$ cat config.mk
export PLATFORM = sky130hd
export DESIGN_NAME = mcec_top
export DESIGN_NICKNAME = d
export VERILOG_FILES = /design/src/hw/mcec_sync.v /design/src/hw/mcec_post.v /design/src/hw/mcec_top.v
export VERILOG_INCLUDE_DIRS = /design/src /design/src/hw
export SDC_FILE = /design/constraint.sdc
export NUM_CORES = 1
export LEC_CHECK = 0
export BUFFER_PORTS_ARGS = -buffer_cell sky130_fd_sc_hd__clkbuf_2
export CELL_PAD_IN_SITES_DETAIL_PLACEMENT = 0
export CELL_PAD_IN_SITES_GLOBAL_PLACEMENT = 2
export CORE_MARGIN = 2
export CORE_UTILIZATION = 33
export CTS_CLUSTER_DIAMETER = 30
export CTS_CLUSTER_SIZE = 10
export DETAILED_ROUTE_END_ITERATION = 10
export GPL_ROUTABILITY_DRIVEN = 0
export PLACE_DENSITY = 0.83
export SYNTH_ARGS = -nofsm -noshare
export SYNTH_HDL_FRONTEND = slang
export SYNTH_SLANG_ARGS = --single-unit
$ cat constraint.sdc
create_clock -name CLOCK_I -period 3.9 [get_ports CLOCK_I]
set_input_delay 0.78 -clock CLOCK_I [delete_from_list [all_inputs] [get_ports CLOCK_I]]
set_output_delay 0.78 -clock CLOCK_I [all_outputs]
set_load 0.01 [all_outputs]
$ cat src/hw/mcec_map.vh
`ifndef MCEC_MAP_VH
`define MCEC_MAP_VH
// register byte addresses
`define MCEC_ADR_ENC_CTRL   8'h00
`define MCEC_ADR_CAP_MODE   8'h04
`define MCEC_ADR_TB_CTRL    8'h08
`define MCEC_ADR_VEL        8'h0C
`define MCEC_ADR_POS        8'h10
`define MCEC_ADR_LIMIT      8'h14
`define MCEC_ADR_FLAGS      8'h18
`define MCEC_ADR_TIMEBASE   8'h1C
// encoder_control fields
`define MCEC_F_VEL_DIS      7
`define MCEC_F_POS_ERR      6
`define MCEC_F_DIR          5
`define MCEC_F_MODE_HI      4
`define MCEC_F_MODE_LO      2
// encoder modes
`define MCEC_EM_OFF         3'h0
`define MCEC_EM_X2_IDX      3'h1
`define MCEC_EM_X2_LIM      3'h2
`define MCEC_EM_X4_IDX      3'h5
`define MCEC_EM_X4_LIM      3'h6
// channel modes
`define MCEC_CM_OFF         4'h0
`define MCEC_CM_EDGE_LO     4'h1
`define MCEC_CM_EDGE_HI     4'h4
`define MCEC_CM_PERIOD      4'h5
`define MCEC_CM_PW_FR       4'h6
`define MCEC_CM_PW_RF       4'h7
`define MCEC_CM_STATE       4'h8
`define MCEC_CM_SET_FALL    4'hE
`define MCEC_CM_SET_RISE    4'hF
// flag bits
`define MCEC_FL_VEL         0
`define MCEC_FL_POS         1
`define MCEC_FL_DIR         2
// reset values
`define MCEC_RST_CTRL       8'h00
`define MCEC_RST_WORD       16'h0000
`endif

$ cat src/hw/mcec_sync.v
`timescale 1ns/1ns
// two flop synchroniser, one per bit
module mcec_sync (
  input  wire       clk_i,   // clock
  input  wire       rst_n_i, // reset, active low
  input  wire [2:0] d_i,     // asynchronous inputs
  output wire [2:0] q_o      // synchronised copy
);
  reg [2:0] s1_r; // first stage, read only by second
  reg [2:0] s2_r; // second stage
  genvar g;
  generate
    for (g = 0; g < 3; g = g + 1) begin : gs
      // per-bit double flop
      always @(posedge clk_i or negedge rst_n_i) begin
        if (!rst_n_i) begin
          s1_r[g] <= 1'b0;
          s2_r[g] <= 1'b0;
        end else begin
          s1_r[g] <= d_i[g];
          s2_r[g] <= s1_r[g];
        end
      end
    end
  endgenerate
  assign q_o = s2_r;
endmodule

$ cat src/hw/mcec_post.v
`timescale 1ns/1ns
`include "mcec_map.vh"
// velocity postscaler: one pulse out per 1, 4, 16 or 64 in
module mcec_post (
  input  wire       clk_i,   // clock
  input  wire       rst_n_i, // reset, active low
  input  wire [1:0] sel_i,   // ratio select
  input  wire       en_i,    // velocity enabled
  input  wire       pulse_i, // input velocity pulse
  output wire       pulse_o  // divided pulse
);
  reg  [5:0] cnt_r;   // pulses seen
  reg  [5:0] last;    // terminal count
  wire       hit;     // terminal reached
  // terminal count from select
  always @* begin
    case (sel_i)
      2'h0:    last = 6'h00;
      2'h1:    last = 6'h03;
      2'h2:    last = 6'h0F;
      default: last = 6'h3F;
    endcase
  end
  assign hit = (cnt_r >= last);
  // count input pulses, wrap at terminal
  always @(posedge clk_i or negedge rst_n_i) begin
    if (!rst_n_i) begin
      cnt_r <= 6'h00;
    end else if (!en_i) begin
      cnt_r <= 6'h00;
    end else if (pulse_i) begin
      cnt_r <= hit ? 6'h00 : cnt_r + 6'h01;
    end
  end
  // output keeps the input pulse width
  assign pulse_o = en_i & pulse_i & hit;
endmodule

$ cat src/hw/mcec_top.v
// The Wishbone interface to the registers and the register offsets are this design's own decisions.
`timescale 1ns/1ns
`include "mcec_map.vh"
// Summary of operation
// channel1 codes 1110/1111 trigger falling/rising
// trigger resets time base when bit low
// capture modes reset time base if enabled
// pulse-width start edge always resets time base
// software never enables capture and encoder
// encoder wins, captures disabled
// filters serve only the active function
// buffers remap to velocity, position, limit
// mode field decodes x2/x4, index/limit
// x2 counts A edges, x4 both
// sixteen bit up/down position counter
// reset on limit or index, flag
// direction bit read only, 1 forward
// direction change sets flag
// error flag sticky on overflow/underflow
// error only in index modes
// bit 7 high disables velocity
// postscale select 1,4,16,64
// postscaler keeps input pulse width
// phase inputs make count, direction, velocity
// position flag ch2, velocity flag ch1
// counter kept across mode changes
// inputs synchronised before edge detect
// writable control bits reset to zero
module mcec_top (
  input  wire        CLOCK_I,       // 50 MHz clock
  input  wire        RESETN_I,      // async reset, active low
  input  wire        WB_CYC_I,      // wishbone cycle
  input  wire        WB_STB_I,      // wishbone strobe
  input  wire        WB_WE_I,       // write enable
  input  wire [7:0]  WB_ADR_I,      // byte address
  input  wire [3:0]  WB_SEL_I,      // byte lanes
  input  wire [31:0] WB_DAT_I,      // write data
  output reg  [31:0] WB_DAT_O,      // read data
  output reg         WB_ACK_O,      // acknowledge
  input  wire        PHASE_A_I,     // encoder phase A / capture in 1
  input  wire        PHASE_B_I,     // encoder phase B / capture in 2
  input  wire        INDEX_I,       // encoder index / capture in 3
  output reg         TRIGGER_O,     // special event trigger pulse
  output reg         TB_RESET_O,    // time base reset pulse
  output reg  [2:0]  FILTER_ENC_O,  // filters routed to encoder
  output reg  [2:0]  FILTER_CAP_O,  // filters routed to capture
  output reg  [2:0]  CAP_EDGE_O,    // capture events per channel
  output reg         VEL_PULSE_O,   // postscaled velocity pulse
  output reg  [2:0]  FLAGS_O        // velocity, position, direction flags
);
  reg        rs1_r;          // reset release stage 1
  reg        rs2_r;          // reset release stage 2
  wire       rst_n;          // synchronous-release reset
  wire [2:0] in_s;           // synchronised pins
  reg  [2:0] in_d_r;         // delayed pins
  reg  [7:0] ctrl_r;         // encoder_control writable bits
  reg        err_r;          // position_error flag
  reg        dir_r;          // direction status
  reg  [11:0] cmode_r;       // chan_mode_sel, 4 bits each
  reg  [2:0] cren_r;         // capture_timer_reset_en per channel
  reg        trig_dis_n_r;   // trigger_reset_disable_n
  reg  [15:0] pos_r;         // position_count
  reg  [15:0] lim_r;         // position_limit
  reg  [15:0] vel_r;         // velocity_result
  reg  [15:0] tb_r;          // capture_time_base
  reg  [2:0] flag_r;         // peripheral flags
  reg  [2:0] pw_arm_r;       // pulse-width start seen per channel
  wire [2:0] rise;           // rising edges
  wire [2:0] fall;           // falling edges
  wire [2:0] emode;          // encoder mode
  wire       enc_on;         // encoder enabled
  wire       x4;             // x4 mode
  wire       idx_mode;       // index reset mode
  wire       cnt_a;          // count on A edge
  wire       cnt_b;          // count on B edge
  wire       cnt_ev;         // count pulse
  wire       up;             // count direction
  wire       fwd_idx;        // forward index reset
  wire       rev_idx;        // reverse index reload
  wire       lim_hit;        // forward limit match
  wire       zero_hit;       // reverse zero reload
  wire       pos_rst;        // counter reset event
  wire       ovf;            // overflow or underflow
  wire       vel_en;         // velocity enabled
  wire       vel_out;        // postscaler output
  wire       bus_req;        // bus request pending
  wire       wr;             // write strobe this cycle
  reg  [2:0] cap_ev;         // capture events
  reg  [2:0] cap_tbr;        // per-channel time base reset
  reg        trig;           // trigger this cycle
  reg  [31:0] rd_nxt;        // read mux
  reg  [15:0] pos_nxt;       // counter next value
  integer    i;              // channel loop index
  integer    j;              // flag loop index, kept apart from the decode loop

  // reset released through two flops
  always @(posedge CLOCK_I or negedge RESETN_I) begin
    if (!RESETN_I) begin
      rs1_r <= 1'b0;
      rs2_r <= 1'b0;
    end else begin
      rs1_r <= 1'b1;
      rs2_r <= rs1_r;
    end
  end
  assign rst_n = rs2_r;

  // pin synchroniser
  mcec_sync u_sync (
    .clk_i   (CLOCK_I),
    .rst_n_i (rst_n),
    .d_i     ({INDEX_I, PHASE_B_I, PHASE_A_I}),
    .q_o     (in_s)
  );

  // edge detection on synchronised pins
  always @(posedge CLOCK_I or negedge rst_n) begin
    if (!rst_n) begin
      in_d_r <= 3'h0;
    end else begin
      in_d_r <= in_s;
    end
  end
  assign rise = in_s & ~in_d_r;
  assign fall = ~in_s & in_d_r;

  // mode decode
  assign emode    = ctrl_r[`MCEC_F_MODE_HI:`MCEC_F_MODE_LO];
  assign enc_on   = (emode == `MCEC_EM_X2_IDX) | (emode == `MCEC_EM_X2_LIM) |
                    (emode == `MCEC_EM_X4_IDX) | (emode == `MCEC_EM_X4_LIM);
  assign x4       = enc_on & emode[2];
  assign idx_mode = enc_on & (emode[1:0] == 2'h1);
  assign vel_en   = enc_on & ~ctrl_r[`MCEC_F_VEL_DIS];

  // count pulses and direction from phase relation
  assign cnt_a  = enc_on & (rise[0] | fall[0]);
  assign cnt_b  = x4 & (rise[1] | fall[1]);
  assign cnt_ev = cnt_a | cnt_b;
  assign up     = cnt_a ? (in_s[0] ^ in_s[1]) : ~(in_s[0] ^ in_s[1]);

  // reset sources
  assign fwd_idx  = idx_mode & cnt_ev & up & in_s[2];
  assign rev_idx  = idx_mode & cnt_ev & ~up & ~in_s[2];
  assign lim_hit  = enc_on & ~idx_mode & cnt_ev & up & (pos_r == lim_r);
  assign zero_hit = enc_on & ~idx_mode & cnt_ev & ~up & (pos_r == `MCEC_RST_WORD);
  assign pos_rst  = fwd_idx | rev_idx | lim_hit | zero_hit;
  assign ovf      = idx_mode & cnt_ev & ~pos_rst &
                    ((up & (pos_r == 16'hFFFF)) | (~up & (pos_r == 16'h0000)));

  // counter next value
  always @* begin
    pos_nxt = pos_r;
    if (fwd_idx | lim_hit) begin
      pos_nxt = `MCEC_RST_WORD;
    end else if (rev_idx | zero_hit) begin
      pos_nxt = lim_r;
    end else if (cnt_ev) begin
      pos_nxt = up ? pos_r + 16'h0001 : pos_r - 16'h0001;
    end
  end

  // capture side, gated off while encoder runs
  always @* begin
    cap_ev  = 3'h0;
    cap_tbr = 3'h0;
    trig    = 1'b0;
    for (i = 0; i < 3; i = i + 1) begin
      if (!enc_on) begin
        case (cmode_r[i*4 +: 4])
          `MCEC_CM_EDGE_LO, 4'h2, 4'h3, `MCEC_CM_EDGE_HI, `MCEC_CM_PERIOD: begin
            cap_ev[i]  = rise[i] | (cmode_r[i*4 +: 4] == 4'h2 ? fall[i] : 1'b0);
            cap_tbr[i] = cap_ev[i] & cren_r[i];
          end
          `MCEC_CM_STATE: begin
            cap_ev[i]  = rise[i] | fall[i];
            cap_tbr[i] = cap_ev[i] & cren_r[i];
          end
          `MCEC_CM_PW_FR: begin
            cap_ev[i]  = rise[i] | fall[i];
            cap_tbr[i] = fall[i];
          end
          `MCEC_CM_PW_RF: begin
            cap_ev[i]  = rise[i] | fall[i];
            cap_tbr[i] = rise[i];
          end
          `MCEC_CM_SET_FALL: begin
            if (i == 0) trig = fall[0];
          end
          `MCEC_CM_SET_RISE: begin
            if (i == 0) trig = rise[0];
          end
          default: begin
            cap_ev[i] = 1'b0;
          end
        endcase
      end
    end
  end

  // postscaler on velocity pulses (phase A count events)
  mcec_post u_post (
    .clk_i   (CLOCK_I),
    .rst_n_i (rst_n),
    .sel_i   (ctrl_r[1:0]),
    .en_i    (vel_en),
    .pulse_i (cnt_a),
    .pulse_o (vel_out)
  );

  // wishbone decode: ack one cycle after request
  assign bus_req = WB_CYC_I & WB_STB_I & ~WB_ACK_O;
  // write lands on the edge where the master samples ack high, never earlier
  assign wr      = WB_CYC_I & WB_STB_I & WB_WE_I & WB_ACK_O;

  // read mux; buffers remapped in encoder mode
  always @* begin
    rd_nxt = 32'h0000_0000;
    case (WB_ADR_I)
      `MCEC_ADR_ENC_CTRL: rd_nxt = {24'h00_0000, ctrl_r[7], err_r, dir_r, ctrl_r[4:0]};
      `MCEC_ADR_CAP_MODE: rd_nxt = {17'h0_0000, cren_r, cmode_r};
      `MCEC_ADR_TB_CTRL:  rd_nxt = {31'h0000_0000, trig_dis_n_r};
      `MCEC_ADR_VEL:      rd_nxt = {16'h0000, vel_r};
      `MCEC_ADR_POS:      rd_nxt = {16'h0000, pos_r};
      `MCEC_ADR_LIMIT:    rd_nxt = {16'h0000, lim_r};
      `MCEC_ADR_FLAGS:    rd_nxt = {29'h0000_0000, flag_r};
      `MCEC_ADR_TIMEBASE: rd_nxt = {16'h0000, tb_r};
      default:            rd_nxt = 32'h0000_0000;
    endcase
  end

  // bus response
  always @(posedge CLOCK_I or negedge rst_n) begin
    if (!rst_n) begin
      WB_ACK_O <= 1'b0;
      WB_DAT_O <= 32'h0000_0000;
    end else begin
      WB_ACK_O <= bus_req;
      WB_DAT_O <= bus_req ? rd_nxt : 32'h0000_0000;
    end
  end

  // control and configuration registers
  always @(posedge CLOCK_I or negedge rst_n) begin
    if (!rst_n) begin
      ctrl_r       <= `MCEC_RST_CTRL;
      cmode_r      <= 12'h000;
      cren_r       <= 3'h0;
      trig_dis_n_r <= 1'b0;
      lim_r        <= `MCEC_RST_WORD;
    end else if (wr && WB_SEL_I[0]) begin
      case (WB_ADR_I)
        `MCEC_ADR_ENC_CTRL: ctrl_r <= {WB_DAT_I[7], 2'h0, WB_DAT_I[4:0]};
        `MCEC_ADR_CAP_MODE: begin
          cmode_r[7:0] <= WB_DAT_I[7:0];
          if (WB_SEL_I[1]) begin
            cmode_r[11:8] <= WB_DAT_I[11:8];
            cren_r        <= WB_DAT_I[14:12];
          end
        end
        `MCEC_ADR_TB_CTRL:  trig_dis_n_r <= WB_DAT_I[0];
        `MCEC_ADR_LIMIT:    lim_r <= {WB_SEL_I[1] ? WB_DAT_I[15:8] : lim_r[15:8],
                                      WB_DAT_I[7:0]};
        default:            lim_r <= lim_r;
      endcase
    end
  end

  // position counter, direction, error flag
  always @(posedge CLOCK_I or negedge rst_n) begin
    if (!rst_n) begin
      pos_r <= `MCEC_RST_WORD;
      dir_r <= 1'b0;
      err_r <= 1'b0;
    end else begin
      if (wr && WB_ADR_I == `MCEC_ADR_POS && WB_SEL_I[0]) begin
        pos_r <= {WB_SEL_I[1] ? WB_DAT_I[15:8] : pos_r[15:8], WB_DAT_I[7:0]};
      end else begin
        pos_r <= pos_nxt;
      end
      if (cnt_ev) begin
        dir_r <= up;
      end
      if (ovf) begin
        err_r <= 1'b1;
      end else if (wr && WB_ADR_I == `MCEC_ADR_ENC_CTRL && WB_SEL_I[0] &&
                   !WB_DAT_I[`MCEC_F_POS_ERR]) begin
        err_r <= 1'b0;
      end
    end
  end

  // velocity result counts clock cycles between postscaled outputs
  always @(posedge CLOCK_I or negedge rst_n) begin
    if (!rst_n) begin
      vel_r <= `MCEC_RST_WORD;
    end else if (vel_out) begin
      vel_r <= `MCEC_RST_WORD;
    end else if (vel_en) begin
      vel_r <= vel_r + 16'h0001;
    end
  end

  // time base: free running, reset by trigger or capture
  always @(posedge CLOCK_I or negedge rst_n) begin
    if (!rst_n) begin
      tb_r <= `MCEC_RST_WORD;
    end else if ((trig & ~trig_dis_n_r) | (|cap_tbr)) begin
      tb_r <= `MCEC_RST_WORD;
    end else begin
      tb_r <= tb_r + 16'h0001;
    end
  end

  // sticky flags: set wins over software write-one clear
  always @(posedge CLOCK_I or negedge rst_n) begin
    if (!rst_n) begin
      flag_r <= 3'h0;
    end else begin
      for (j = 0; j < 3; j = j + 1) begin
        if ((j == `MCEC_FL_VEL && (enc_on ? vel_out : cap_ev[0])) ||
            (j == `MCEC_FL_POS && (enc_on ? pos_rst : cap_ev[1])) ||
            (j == `MCEC_FL_DIR && (enc_on ? (cnt_ev && up != dir_r) : cap_ev[2]))) begin
          flag_r[j] <= 1'b1;
        end else if (wr && WB_ADR_I == `MCEC_ADR_FLAGS && WB_SEL_I[0] && WB_DAT_I[j]) begin
          flag_r[j] <= 1'b0;
        end
      end
    end
  end

  // registered outputs
  always @(posedge CLOCK_I or negedge rst_n) begin
    if (!rst_n) begin
      TRIGGER_O    <= 1'b0;
      TB_RESET_O   <= 1'b0;
      FILTER_ENC_O <= 3'h0;
      FILTER_CAP_O <= 3'h0;
      CAP_EDGE_O   <= 3'h0;
      VEL_PULSE_O  <= 1'b0;
      FLAGS_O      <= 3'h0;
    end else begin
      TRIGGER_O    <= trig;
      TB_RESET_O   <= (trig & ~trig_dis_n_r) | (|cap_tbr);
      FILTER_ENC_O <= enc_on ? 3'h7 : 3'h0;
      FILTER_CAP_O <= enc_on ? 3'h0 : 3'h7;
      CAP_EDGE_O   <= cap_ev;
      VEL_PULSE_O  <= vel_out;
      FLAGS_O      <= flag_r;
    end
  end
endmodule

==> summary by stage <==
Routing
After detailed routing, the average wire length per cell comes to 19.6 um. The count of TritonRoute iterations in the first routing pass is 5. The detailed router's first-iteration violation count is 452.

In the routed design, unresolved DRC markers number 0. The via count of the routed design is 6210. Wires add up to 22500 um. In the routed layout, each cell is associated on average with a via count of 5.40. The number of nets with antenna violations after detailed routing is 0.

Yosys
The cell area after synthesis is 7550 sq um. Of the post-synthesis cell area, the dominant cell type holds 0.451. Of the synthesized area, sequential elements account for 0.451. Synthesis inferred 136 register bits. By area the synthesized netlist is led by sky130_fd_sc_hd__dfrtp_1 (45%), sky130_fd_sc_hd__mux2_2 (5.8%), sky130_fd_sc_hd__nand2_1 (3.8%). The number of distinct standard cells referenced by the synthesized netlist is 71. The most used standard cell by instance count after synthesis is sky130_fd_sc_hd__dfrtp_1. Yosys mapped a number of flops with a built-in enable equal to 0. Averaged over all synthesized cells, the footprint is 9.70 sq um.

The proportion of synthesized flip-flops having asynchronous set or reset is 1.00. The commonest cells after synthesis are sky130_fd_sc_hd__dfrtp_1 (136), sky130_fd_sc_hd__nand2_1 (77), sky130_fd_sc_hd__nor2_1 (73). The flip-flop cell with the highest count after synthesis is sky130_fd_sc_hd__dfrtp_1. Of all cell types, the one taking the most synthesized area is sky130_fd_sc_hd__dfrtp_1. The total number of yosys warnings is 0. Synthesis handed over a netlist of 779 instances.

STA
The worst pin sits at a relative slew slack of 0.429. After layout, the minimum clock period comes to 3.17 ns. The count of endpoints failing setup in the final report is 0. The number of hold violations in the final report is 0. The fraction of the cycle the final worst path needs is 0.812.

The total negative slack for setup checks is 0 ns. Setup slack on the critical path of the routed design comes to 0.732 ns. The final max-slew violation count was 0.

Timing would allow up to 0.316 GHz. The clock tree skew after final layout is 0.00833 ns. Setup repair after global routing left no endpoint under its margin. The slew at the pin closest to its max-slew limit is 0.857 ns.

Clock network
At the later pin of the worst-skew pair, clock insertion delay measures 0.43 ns. The number of buffers inserted during clock tree synthesis is 17. The clock input transition at the sequential cells of the worst setup and hold paths is 0.06 ns. In this run the deepest clock path goes through 2 buffers.

The number of buffers inserted to repair setup after CTS is 0. Clock tree synthesis found a total of 136 sinks. Post-CTS repair changed the size of 0 cells. The tree is rooted in a sky130_fd_sc_hd__clkbuf_16. The TritonCTS clock tree is built. The number of levels the H-tree was split into is 4. The total of hold buffers inserted after clock tree synthesis is 0.

Placement
Once detailed placement completed, the half-perimeter wirelength came to 16700 um. The placed instances occupy a cell area of 8200 sq um. The post-place setup slack is 0.761 ns. The count of port buffers added during placement is 65.

Floorplanning
The die is 155 um wide. The standard cell core area is 22600 sq um. The row count is 55.

The vertical die dimension is 155 um. The die area is 24100 sq um. In this run the count of I/O pins placed on the die edge is 100.

The initial utilization of the core area, before any placement, comes to 0.335.

Worst setup path
The launching element type of the critical path is a flop. For flop-to-flop paths, the worst setup slack is 0.73 ns. The worst setup path is of the flop to flop kind. In this run the worst path has a maximum fanout of 21. The critical path capture point type is a flop.

The data required time of the critical path is 4.25 ns. The data arrival time of the worst path is 3.52 ns.

Global routing
The layer flagged by global routing as most heavily used is met2. The total overflow left after global routing is 0. For met3 alone, demand over resource in global routing was 0.0357. In the global route stage, overall resource usage came out at 0.190. The global routing met1 resource utilization is 0.263. The largest net degree at the start of global routing is 63. The number of global-route vias before repair is 5944. The first global-routing pass estimated 35000 um of wire. The global-route met2 utilization is 0.303. The number of antenna violations at the first check in global routing is 0.

Layout
The multi-input gate area in the final layout is 3840 sq um. The number of nets at the end of the flow is 920. The antenna cell count is 0. The sequential standard cell area is 3410 sq um. Fill cells in the final layout number 2244. Relative to the synthesized area, the layout overhead comes to 17.7%. The core occupancy in the finished layout is 0.394.

The post-route cell area is 8890 sq um. The fraction of layout cells with a size suffix above 1 is 0.213.

Pwr
The total leakage power is 3.97 nW. The worst-case vdd ir drop is 0.222 mV. Power spread over the standard cell area amounts to 397 nW/um^2.

Job
Max-cap violations in this run came to 0.

Outcome
The run finished with clean final reports.

Worst hold path
In this run the worst hold path is classified as input pin to asynchronous set/reset pin.
layout by cell type (no fill, tap or decap), types with 4 or more instances in the layout:
master                      count
sky130_fd_sc_hd__nor4_1         7
sky130_fd_sc_hd__conb_1        17
sky130_fd_sc_hd__nor2_1        73
sky130_fd_sc_hd__inv_1         18
sky130_fd_sc_hd__nand2_1       77
sky130_fd_sc_hd__dfrtp_1      135
sky130_fd_sc_hd__o21ai_0       29
sky130_fd_sc_hd__nand2b_1       5
sky130_fd_sc_hd__clkbuf_2      65
sky130_fd_sc_hd__a31oi_1       10
sky130_fd_sc_hd__a211oi_1       6
sky130_fd_sc_hd__buf_4         25
sky130_fd_sc_hd__nand3_1       40
sky130_fd_sc_hd__and2_1         7
sky130_fd_sc_hd__xnor2_1       32
sky130_fd_sc_hd__a222oi_1      16
sky130_fd_sc_hd__and4_1         5
sky130_fd_sc_hd__nor3_1        19
sky130_fd_sc_hd__a22oi_1       18
sky130_fd_sc_hd__ha_1          16
sky130_fd_sc_hd__bufinv_16      6
sky130_fd_sc_hd__clkbuf_16     17
sky130_fd_sc_hd__nor2b_1        9
sky130_fd_sc_hd__or2_2          6
sky130_fd_sc_hd__nand4_1        9
sky130_fd_sc_hd__a21o_1         4
sky130_fd_sc_hd__a21oi_1       39
sky130_fd_sc_hd__mux2_2        39
sky130_fd_sc_hd__or3_1          5
sky130_fd_sc_hd__xor2_1        23
sky130_fd_sc_hd__and3_1        14
sky130_fd_sc_hd__o211ai_1       4
critical path, stage by stage, from the launching register on:
cell and delay [ns]:
sky130_fd_sc_hd__dfrtp_1 0.44, sky130_fd_sc_hd__inv_1 0.07, sky130_fd_sc_hd__ha_1 0.40, sky130_fd_sc_hd__inv_1 0.13, sky130_fd_sc_hd__a21oi_1 0.16, sky130_fd_sc_hd__nor2_1 0.51
sky130_fd_sc_hd__o211a_1 0.74, sky130_fd_sc_hd__nand2_1 0.20, sky130_fd_sc_hd__a31oi_1 0.20, sky130_fd_sc_hd__o311ai_1 0.12, sky130_fd_sc_hd__o21ai_1 0.12
cell type report:
type | instances | area share
Clock buffer | 20 | 0.0525
Clock inverter | 12 | 0.0248
Multi-Input combinational cell | 587 | 0.431
Tap cell | 285 | 0.0401
Timing Repair Buffer | 91 | 0.0599
Sequential cell | 136 | 0.383
Inverter | 19 | 0.00802
flip-flops by register name, summed over array words and instances, names as in the netlist, 3 cells and up:
name,count
u_sync.q_o,3
FLAGS_O,3
u_sync.s1_r,3
WB_DAT_O,16
u_post.cnt_r,6
lim_r,16
vel_r,16
cren_r,3
pos_r,16
in_d_r,3
tb_r,16
cmode_r,12
CAP_EDGE_O,3
ctrl_r,6
flag_r,3
power breakdown:
part           leakage (nW)  total, W  internal (W)  switching, W
combinational          1.82  0.000175     0.0000624      0.000112
sequential             1.81   0.00146       0.00143     0.0000342
clock                 0.336   0.00190       0.00125      0.000647
total                  3.97   0.00353       0.00274      0.000793
stage by stage:
| stage | instances | power (W) | hold slack (ns) |
|---|---|---|---|
| after floorplan | 794 | 0.00159 | 0.331 |
| after global placement | 1118 | 0.00166 | 0.332 |
| after detailed placement | 1118 | 0.00166 | 0.335 |
| after CTS | 1150 | 0.00356 | 0.105 |
| after global routing | 1150 | 0.00364 | 0.106 |
| final | 1150 | 0.00353 | 0.122 |
per-layer routing:
metal  up-vias  share of wire
met5         -              0
met4         0          0.018
met3        31          0.044
met2       166           0.46
met1      3075           0.47
li1       2938              -
cell families after synthesis:
| family | count (synthesis) | synth area share |
|---|---|---|
| AOI/OAI and AO/OA | 164 | 0.150 |
| xor gates and xnor gates | 56 | 0.0659 |
| adders and majority gates | 16 | 0.0265 |
| buffers and inverters | 71 | 0.0497 |
| DFF | 136 | 0.451 |
| muxes | 41 | 0.0608 |
| other | 2 | 0.000994 |
| and+or+nand+nor | 293 | 0.196 |
final timing paths:
kind / from / endpoint / cells past startpoint
setup / recovery: u_sync.q_o[0]$_DFF_PN0_ / pos_r[4]$_DFFE_PN0P_ / 10
hold / removal: RESETN_I / rs2_r$_DFF_PN0_ / 1
setup reg to reg: u_sync.q_o[0]$_DFF_PN0_ / pos_r[4]$_DFFE_PN0P_ / 10
hold reg to reg: u_sync.s1_r[0]$_DFF_PN0_ / u_sync.q_o[0]$_DFF_PN0_ / 0
max in group asynchronous: rs2_r$_DFF_PN0_ / FLAGS_O[2]$_DFF_PN0_ / 1
min in group CLOCK_I: u_sync.s1_r[0]$_DFF_PN0_ / u_sync.q_o[0]$_DFF_PN0_ / 0
Note: power is estimated with default switching activity, not from simulation.
